<file path="config.mk">
export PLATFORM = sky130hd
export DESIGN_NAME = macu_top
export DESIGN_NICKNAME = d
export VERILOG_FILES = /design/src/rtl/macu_arg_bank.v /design/src/rtl/macu_top.v
export VERILOG_INCLUDE_DIRS = /design/src /design/src/rtl
export SDC_FILE = /design/constraint.sdc
export NUM_CORES = 1
export LEC_CHECK = 0
export BUFFER_PORTS_ARGS = -buffer_cell sky130_fd_sc_hd__clkbuf_2
export CAP_MARGIN = 20
export CORE_MARGIN = 5
export CORE_UTILIZATION = 50
export CTS_CLUSTER_DIAMETER = 80
export CTS_CLUSTER_SIZE = 30
export DETAILED_ROUTE_END_ITERATION = 8
export PLACE_DENSITY_LB_ADDON = 0.2
export SETUP_SLACK_MARGIN = 0.3
export SKIP_LAST_GASP = 1
export SLEW_MARGIN = 20
export SYNTH_ARGS = -nofsm -noshare
export SYNTH_HDL_FRONTEND = slang
export SYNTH_HIERARCHICAL = 1
export SYNTH_SLANG_ARGS = --single-unit
</file>
<file path="constraint.sdc">
create_clock -name CLK -period 27 [get_ports CLK]
set_clock_uncertainty 0.2 [all_clocks]
set_input_delay 2.7 -clock CLK [delete_from_list [all_inputs] [get_ports CLK]]
set_output_delay 2.7 -clock CLK [all_outputs]
set_load 0.05 [all_outputs]
</file>
<file path="src/rtl/macu_defines.vh">
`ifndef MACU_DEFINES_VH
`define MACU_DEFINES_VH

// Operand, result, byte and address widths.
`define MACU_MULT_W 16
`define MACU_SUM_W 32
`define MACU_BYTE_W 8
`define MACU_ADDR_W 8

// Byte addresses of the argument registers (write side).
`define MACU_OFS_ACC0 8'hc4
`define MACU_OFS_ACC1 8'hc5
`define MACU_OFS_ACC2 8'hc6
`define MACU_OFS_ACC3 8'hc7
`define MACU_OFS_MLR_LO 8'he6
`define MACU_OFS_MLR_HI 8'he7
`define MACU_OFS_MCD_LO 8'hee
`define MACU_OFS_MCD_HI 8'hef

// Byte addresses of the result registers (read side).
`define MACU_OFS_RES0 8'hea
`define MACU_OFS_RES1 8'heb
`define MACU_OFS_RES2 8'hec
`define MACU_OFS_RES3 8'hef

// Slot numbers inside the argument bank.
`define MACU_SLOT_W 3
`define MACU_SLOT_MLR_LO 3'h0
`define MACU_SLOT_MLR_HI 3'h1
`define MACU_SLOT_MCD_LO 3'h2
`define MACU_SLOT_MCD_HI 3'h3
`define MACU_SLOT_ACC0 3'h4
`define MACU_SLOT_ACC1 3'h5
`define MACU_SLOT_ACC2 3'h6
`define MACU_SLOT_ACC3 3'h7
`define MACU_SLOTS 8

// Field positions in the flat argument vector.
`define MACU_FLD_MLR_LSB 0
`define MACU_FLD_MCD_LSB 16
`define MACU_FLD_ACC_LSB 32
`define MACU_BANK_W 64

// Reset values.
`define MACU_ARG_RST 8'h00
`define MACU_RDATA_RST 8'h00

`endif

</file>
<file path="src/rtl/macu_arg_bank.v">
`timescale 1ns/1ps
`include "macu_defines.vh"

module macu_arg_bank (
  input wire clk,
  input wire rstn,
  input wire wr_en,
  input wire [`MACU_SLOT_W-1:0] wr_slot,
  input wire [`MACU_BYTE_W-1:0] wr_data,
  output wire [`MACU_BANK_W-1:0] args
);

  reg [`MACU_BYTE_W-1:0] mem [0:`MACU_SLOTS-1];
  integer i;

  // Each byte holds until rewritten or reset. [RQ13]
  always @(posedge clk or negedge rstn) begin
    if (!rstn) begin
      for (i = 0; i < `MACU_SLOTS; i = i + 1) begin
        mem[i] <= `MACU_ARG_RST;
      end
    end else if (wr_en) begin
      mem[wr_slot] <= wr_data;
    end
  end

  // Bytes are packed low slot first, so each operand sits in its own field.
  genvar g;
  generate
    for (g = 0; g < `MACU_SLOTS; g = g + 1) begin : pack
      assign args[g*`MACU_BYTE_W +: `MACU_BYTE_W] = mem[g];
    end
  endgenerate

endmodule // macu_arg_bank

</file>
<file path="src/rtl/macu_top.v">
// Function
// RQ1: Result is multiplier times multiplicand plus addend.
// RQ2: Multiplier, multiplicand 16 bits; addend, result 32.
// RQ3: Processor writes every argument one byte each.
// RQ4: Result readable at once, no start or busy.
// RQ5: Argument byte registers are write-only.
// RQ6: Result byte registers read-only; writes ignored.
// RQ7: Multiplier low byte E6, high byte E7.
// RQ8: Multiplicand low byte EE, high byte EF.
// RQ9: Addend bytes C4 through C7, low first.
// RQ10: Result bytes 0..2 read at EA..EC.
// RQ11: Result byte 3 read at EF.
// RQ12: Unsigned operands; carry above bit 31 dropped.
// RQ13: Arguments hold until rewritten; reset to zero.
`timescale 1ns/1ps
`include "macu_defines.vh"

module macu_top (
  input wire CLK,
  input wire RSTN,
  input wire [`MACU_ADDR_W-1:0] REG_ADDR,
  input wire REG_WE,
  input wire [`MACU_BYTE_W-1:0] REG_WDATA,
  input wire REG_RE,
  output reg [`MACU_BYTE_W-1:0] REG_RDATA,
  output reg REG_RHIT
);

  // Address EF is shared: a write loads the multiplicand high byte,
  // while a read returns the top result byte. The two sides never meet,
  // so software cannot read back what it wrote there.

  // True for the eight argument byte addresses; any other write is dropped.
  function wr_hit;
    input [`MACU_ADDR_W-1:0] addr;
    begin
      case (addr)
        `MACU_OFS_MLR_LO: begin
          wr_hit = 1'b1; // [RQ7]
        end

        `MACU_OFS_MLR_HI: begin
          wr_hit = 1'b1; // [RQ7]
        end

        `MACU_OFS_MCD_LO: begin
          wr_hit = 1'b1; // [RQ8]
        end

        `MACU_OFS_MCD_HI: begin
          wr_hit = 1'b1; // [RQ8] [RQ11]
        end

        `MACU_OFS_ACC0: begin
          wr_hit = 1'b1; // [RQ9]
        end

        `MACU_OFS_ACC1: begin
          wr_hit = 1'b1; // [RQ9]
        end

        `MACU_OFS_ACC2: begin
          wr_hit = 1'b1; // [RQ9]
        end

        `MACU_OFS_ACC3: begin
          wr_hit = 1'b1; // [RQ9]
        end

        default: begin
          wr_hit = 1'b0; // [RQ6]
        end
      endcase
    end
  endfunction

  // Slot of the argument bank that a write address lands in.
  function [`MACU_SLOT_W-1:0] wr_slot;
    input [`MACU_ADDR_W-1:0] addr;
    begin
      case (addr)
        `MACU_OFS_MLR_LO: begin
          wr_slot = `MACU_SLOT_MLR_LO; // [RQ7]
        end

        `MACU_OFS_MLR_HI: begin
          wr_slot = `MACU_SLOT_MLR_HI; // [RQ7]
        end

        `MACU_OFS_MCD_LO: begin
          wr_slot = `MACU_SLOT_MCD_LO; // [RQ8]
        end

        `MACU_OFS_MCD_HI: begin
          wr_slot = `MACU_SLOT_MCD_HI; // [RQ8] [RQ11]
        end

        `MACU_OFS_ACC0: begin
          wr_slot = `MACU_SLOT_ACC0; // [RQ9]
        end

        `MACU_OFS_ACC1: begin
          wr_slot = `MACU_SLOT_ACC1; // [RQ9]
        end

        `MACU_OFS_ACC2: begin
          wr_slot = `MACU_SLOT_ACC2; // [RQ9]
        end

        `MACU_OFS_ACC3: begin
          wr_slot = `MACU_SLOT_ACC3; // [RQ9]
        end

        default: begin
          wr_slot = `MACU_SLOT_MLR_LO;
        end
      endcase
    end
  endfunction

  // True for the four result addresses; argument addresses other than EF give no hit. [RQ5]
  function rd_hit;
    input [`MACU_ADDR_W-1:0] addr;
    begin
      case (addr)
        `MACU_OFS_RES0: begin
          rd_hit = 1'b1; // [RQ10]
        end

        `MACU_OFS_RES1: begin
          rd_hit = 1'b1; // [RQ10]
        end

        `MACU_OFS_RES2: begin
          rd_hit = 1'b1; // [RQ10]
        end

        `MACU_OFS_RES3: begin
          rd_hit = 1'b1; // [RQ11]
        end

        default: begin
          rd_hit = 1'b0; // [RQ5]
        end
      endcase
    end
  endfunction

  // Result byte for a read address; zero where no result register sits.
  function [`MACU_BYTE_W-1:0] rd_byte;
    input [`MACU_ADDR_W-1:0] addr;
    input [`MACU_SUM_W-1:0] res;
    begin
      case (addr)
        `MACU_OFS_RES0: begin
          rd_byte = res[7:0]; // [RQ10]
        end

        `MACU_OFS_RES1: begin
          rd_byte = res[15:8]; // [RQ10]
        end

        `MACU_OFS_RES2: begin
          rd_byte = res[23:16]; // [RQ10]
        end

        `MACU_OFS_RES3: begin
          rd_byte = res[31:24]; // [RQ11]
        end

        default: begin
          rd_byte = `MACU_RDATA_RST; // [RQ5]
        end
      endcase
    end
  endfunction

  // One byte of the flat argument vector by slot number.
  function [`MACU_BYTE_W-1:0] bank_byte;
    input [`MACU_BANK_W-1:0] bank;
    input [`MACU_SLOT_W-1:0] slot;
    begin
      bank_byte = bank[slot*`MACU_BYTE_W +: `MACU_BYTE_W];
    end
  endfunction

  // The sum is cut to 32 bits; a carry out of bit 31 is lost. [RQ12]
  function [`MACU_SUM_W-1:0] add_trunc;
    input [`MACU_SUM_W-1:0] a;
    input [`MACU_SUM_W-1:0] b;
    reg [`MACU_SUM_W:0] full;
    begin
      full = {1'b0, a} + {1'b0, b};
      add_trunc = full[`MACU_SUM_W-1:0];
    end
  endfunction

  // Shift-and-add keeps the product unsigned; 16 by 16 bits never exceeds 32. [RQ12]
  function [`MACU_SUM_W-1:0] umul;
    input [`MACU_MULT_W-1:0] a;
    input [`MACU_MULT_W-1:0] b;
    reg [`MACU_SUM_W-1:0] acc;
    reg [`MACU_SUM_W-1:0] part;
    integer k;
    begin
      acc = {`MACU_SUM_W{1'b0}};
      part = {`MACU_SUM_W{1'b0}};
      for (k = 0; k < `MACU_MULT_W; k = k + 1) begin
        part = {{(`MACU_SUM_W-`MACU_MULT_W){1'b0}}, a} << k;
        if (b[k]) begin
          acc = add_trunc(acc, part);
        end
      end
      umul = acc;
    end
  endfunction

  wire arg_hit;
  wire [`MACU_SLOT_W-1:0] arg_slot;
  wire arg_write;
  wire [`MACU_BANK_W-1:0] args;
  wire [`MACU_BYTE_W-1:0] multiplier_low_byte;
  wire [`MACU_BYTE_W-1:0] multiplier_high_byte;
  wire [`MACU_BYTE_W-1:0] multiplicand_low_byte;
  wire [`MACU_BYTE_W-1:0] multiplicand_high_byte;
  wire [`MACU_BYTE_W-1:0] accumulator_byte0;
  wire [`MACU_BYTE_W-1:0] accumulator_byte1;
  wire [`MACU_BYTE_W-1:0] accumulator_byte2;
  wire [`MACU_BYTE_W-1:0] accumulator_byte3;
  wire [`MACU_MULT_W-1:0] multiplier_operand;
  wire [`MACU_MULT_W-1:0] multiplicand_operand;
  wire [`MACU_SUM_W-1:0] addend_operand;
  wire [`MACU_SUM_W-1:0] product;
  wire [`MACU_SUM_W-1:0] product_sum;
  wire res_hit;
  wire [`MACU_BYTE_W-1:0] res_byte;
  reg [`MACU_BYTE_W-1:0] next_rdata;
  reg next_rhit;

  // Writes to result-only addresses miss wr_hit, so arg_write stays low and they are dropped. [RQ6]
  assign arg_hit = wr_hit(REG_ADDR);
  assign arg_slot = wr_slot(REG_ADDR);
  assign arg_write = REG_WE & arg_hit; // [RQ3]

  // The bank has no read port toward the bus, which keeps the arguments write-only. [RQ5]
  macu_arg_bank u_bank (
    .clk(CLK),
    .rstn(RSTN),
    .wr_en(arg_write),
    .wr_slot(arg_slot),
    .wr_data(REG_WDATA),
    .args(args)
  );

  // Byte slots named after the registers that load them.
  assign multiplier_low_byte = bank_byte(args, `MACU_SLOT_MLR_LO); // [RQ7]
  assign multiplier_high_byte = bank_byte(args, `MACU_SLOT_MLR_HI); // [RQ7]
  assign multiplicand_low_byte = bank_byte(args, `MACU_SLOT_MCD_LO); // [RQ8]
  assign multiplicand_high_byte = bank_byte(args, `MACU_SLOT_MCD_HI); // [RQ8]
  assign accumulator_byte0 = bank_byte(args, `MACU_SLOT_ACC0); // [RQ9]
  assign accumulator_byte1 = bank_byte(args, `MACU_SLOT_ACC1); // [RQ9]
  assign accumulator_byte2 = bank_byte(args, `MACU_SLOT_ACC2); // [RQ9]
  assign accumulator_byte3 = bank_byte(args, `MACU_SLOT_ACC3); // [RQ9]

  assign multiplier_operand = {multiplier_high_byte, multiplier_low_byte}; // [RQ2] [RQ7]
  assign multiplicand_operand = {multiplicand_high_byte, multiplicand_low_byte}; // [RQ2] [RQ8]
  assign addend_operand = {accumulator_byte3, accumulator_byte2, accumulator_byte1, accumulator_byte0}; // [RQ2] [RQ9]

  // Purely combinational, so the sum follows the bank with no start or busy state.
  // Only the addition can carry out, and that carry is dropped on purpose.
  assign product = umul(multiplier_operand, multiplicand_operand); // [RQ1] [RQ12]
  assign product_sum = add_trunc(product, addend_operand); // [RQ1] [RQ4] [RQ12]

  assign res_hit = rd_hit(REG_ADDR);
  assign res_byte = rd_byte(REG_ADDR, product_sum);

  // Read data holds between reads so a slow poll still sees the last byte.
  always @* begin
    next_rdata = REG_RDATA;
    if (REG_RE) begin
      next_rdata = res_byte; // [RQ4] [RQ5]
    end
  end

  always @* begin
    next_rhit = 1'b0;
    if (REG_RE) begin
      next_rhit = res_hit; // [RQ10] [RQ11]
    end
  end

  // Read data is registered so the bus sees a clean flop; it lands one edge after the strobe.
  always @(posedge CLK or negedge RSTN) begin
    if (!RSTN) begin
      REG_RDATA <= `MACU_RDATA_RST;
    end else begin
      REG_RDATA <= next_rdata;
    end
  end

  always @(posedge CLK or negedge RSTN) begin
    if (!RSTN) begin
      REG_RHIT <= 1'b0;
    end else begin
      REG_RHIT <= next_rhit;
    end
  end

endmodule // macu_top

</file>
==> results_dict.tcl <==
set metrics [dict create \
    clkLatencyLatePin_ns 0.34 \
    maxSlewHeadroom_pct 28.0 \
    coreArea_sq_um 39600 \
    grtUsageTotal_pct 29.1 \
    die_x_microns 210 \
    grt_setup_unrepaired "false" \
    status "finished clean" \
    synth_edf_count 0 \
    p_per_area_nw_per_um2 19.2 \
    r2r-start "u_bank/args[1]" \
    grt_max_degree 74 \
    initial_core_util_pct 50.4 \
    syn2layout_area_growth_pct 5.49 \
    final_cell_area_sq_um 21100 \
    ys_seq_area_share_pct 9.14 \
    dp.final_hpwl_mm 52.0 \
    rows 73 \
    critPathRequiredTime_ns 27.01 \
    r2r_setup_slack_ns 1.89 \
    cts_tree "done" \
    fmax_ghz 0.0398 \
    syn_area_sq_um 20000 \
    fin_setup_tns_ns 0 \
    slowest_stage "a221oi_1" \
    place_area_sq_um 20700 \
    drv_cap 0 \
    ys_seq_elements 73 \
    hold_ws_ns 0.310 \
    yosysUniqueCellTypes 102 \
    ioPinCount 29 \
    grt_first_pass_wirelength_mm 106 \
    hold_buffers 0 \
    cts_made_buffers 9 \
    finalSetupViolCount 0 \
    drtPass1Iterations 5 \
    clockBufferDepth 2 \
    ff2ff_path_depth 123 \
    hold_violations 0 \
    avgSynthCellArea_sq_um 7.43 \
    min_from "u_bank/args[8]" \
    min_to "u_bank/args[8]" \
    wl_per_cell_microns 20.8 \
    setup_ws_ns 1.89 \
    hold_path_depth 1 \
    clock_sinks 73 \
    p_leak_nw 10.6 \
    cp-start-kind "flop" \
    nets 3016 \
    dr_total_vias 20763 \
    antenna_cells 0 \
    ir_drop_mv 0.0349 \
    fp.dieArea_sq_um 44100 \
    maxSlewViolCount 0 \
    cp.arrival_ns 25.12 \
    async_reset_ff_share_pct 100 \
    post-route-period-util_pct 93.0 \
    postRouteAntennaNets 0 \
    grt_pass1_vias 19833 \
    holdCritPathClass "flop to flop" \
    end_kind "flop" \
    ys.flop_type "dfrtp_1" \
    clkTransAtPathRegs_ns 0.06 \
    dp.cells 3199 \
    grt-ovfl-total 0 \
    gp_congestion 0.939 \
    tightest_slew_ns 1.08 \
    port_buffers 28 \
    syn-instance-count 2692 \
    finalCriticalPeriod_ns 25.11 \
    cp_max_fo 19 \
    layout-drive-gt1-share_pct 9.03 \
    mappedNetlistNets 3023 \
    crit_type "flop to flop" \
    pre_cts_ws_ns 1.39 \
    dieHeight_microns 210 \
    ctsHtreeMaxLevel 3 \
    fin_cells 3215 \
    wl_mm 67.0 \
    remaining_drc_errors 0 \
    max_stage_delay_ns 0.47 \
    worstReg2RegEnd "REG_RDATA[6]" \
    drt_iter0_drc 1923 \
    cts_root_buf "clkbuf_16" \
    yosys_warnings 6 \
    antenna_found_initial 1 \
    viasPerCell 6.46 \
]
registers in the layout, summed over array words and instances, names as in the netlist:
signal	flops
REG_RHIT	1
u_bank/args	64
REG_RDATA	8
critical path, delay by kind of cell (launching register included):
kind | cells | cell delay [ns]
muxes | 5 | 1.29
buffers and inverters | 7 | 0.74
AOI/OAI and AO/OA | 48 | 9.81
adders and majority gates | 17 | 5.73
and+or+nand+nor | 33 | 4.47
DFF | 1 | 0.36
xor gates and xnor gates | 13 | 2.30
power breakdown:
group          total, mW  switching (mW)  internal, mW  leakage (nW)
logic              0.155          0.0960        0.0590          9.42
clock network      0.130          0.0488        0.0817         0.156
registers          0.120         0.00718         0.113          1.00
synth_stat cells, types with 40 or more instances:
master,instances,area (sq um)
a211oi_1,40,300
a21o_1,75,563
a21oi_1,231,1160
clkbuf_1,62,233
dfrtp_1,73,1830
ha_1,295,3690
inv_1,125,469
mux2_2,103,1160
nand2_1,253,950
nand2b_1,43,269
nand3_1,64,320
nor2_1,224,841
nor3_1,78,390
o21a_1,72,541
o21ai_0,190,951
xnor2_1,95,832
xor2_1,77,674
cell families after synthesis:
logic type / count (synthesis) / synth area share (%)
xor+xnor: 173 / 7.65
simple gates: 869 / 21.0
buf+inv: 205 / 3.95
mux: 128 / 7.08
compound gates: 933 / 31.1
fa+ha+maj: 311 / 20.1
flops: 73 / 9.14
layout make-up:
type / count / area [sq um]
repair buffers: 60 / 383
inverters: 127 / 477
clock inverters: 7 / 103
fillers: 3865 / 18500
flip-flops and latches: 73 / 1830
multi-input cells: 2414 / 17400
well taps: 525 / 657
clock buffers: 9 / 225
worst max path at each step:
stage | start | endpoint | slack [ns] | depth (start not counted)
5_1_grt | u_bank/args[1] | REG_RDATA[6] | 0.32 | 122
2_1_floorplan | u_bank/args[16] | REG_RDATA[7] | 5.87 | 121
3_3_place_gp | u_bank/args[0] | REG_RDATA[6] | 1.86 | 116
4_1_cts | u_bank/args[0] | REG_RDATA[6] | 1.24 | 116
6_report | u_bank/args[1] | REG_RDATA[6] | 1.89 | 123
3_5_place_dp | u_bank/args[0] | REG_RDATA[6] | 1.39 | 116
cells in the final DEF (no fill, tap or decap), types with 13 or more instances in the layout:
cell type,synthesis,final
a31oi_1,35,35
nand2b_1,43,43
a21oi_1,231,229
clkbuf_2,0,27
o211ai_1,37,37
a211oi_1,40,39
nand3b_1,15,15
xnor2_1,95,95
nor3_1,78,78
fa_1,16,16
o21ai_0,190,189
mux2i_1,24,23
nand3_1,64,64
and2_1,27,27
inv_1,125,125
o21bai_1,14,14
and3_1,27,27
ha_1,295,295
or3_1,29,29
o31ai_1,24,24
or2_2,17,17
a21o_1,75,75
o21a_1,72,72
dfrtp_1,73,71
xor2_1,77,77
nor2b_1,33,33
o21ai_1,12,13
buf_4,1,33
mux2_2,103,103
nor2_1,224,224
nand2_1,253,253
layer usage:
layer / up-vias / global-route usage [%] / part of all wire (%)
li1: 10090 / - / -
met1: 9868 / 39.5 / 44
met2: 652 / 49.2 / 46
met3: 153 / 2.92 / 6.3
met4: 0 / 8.78 / 3.3
met5: - / 0 / 0
through the flow:
stage	total power [mW]	utilization [%]
floorplan	0.230	-
global placement	0.269	52.3
detailed placement	0.274	52.3
CTS	0.404	53.1
global route	0.429	53.2
finish	0.405	53.2
repair_timing:
| item | CTS | global route |
|---|---|---|
| gates resized for setup | 0 | 11 |
| setup endpoints to repair | 0 | 6 |
| buffers inserted | 0 | 0 |
Note: power is estimated with default switching activity, not from simulation.
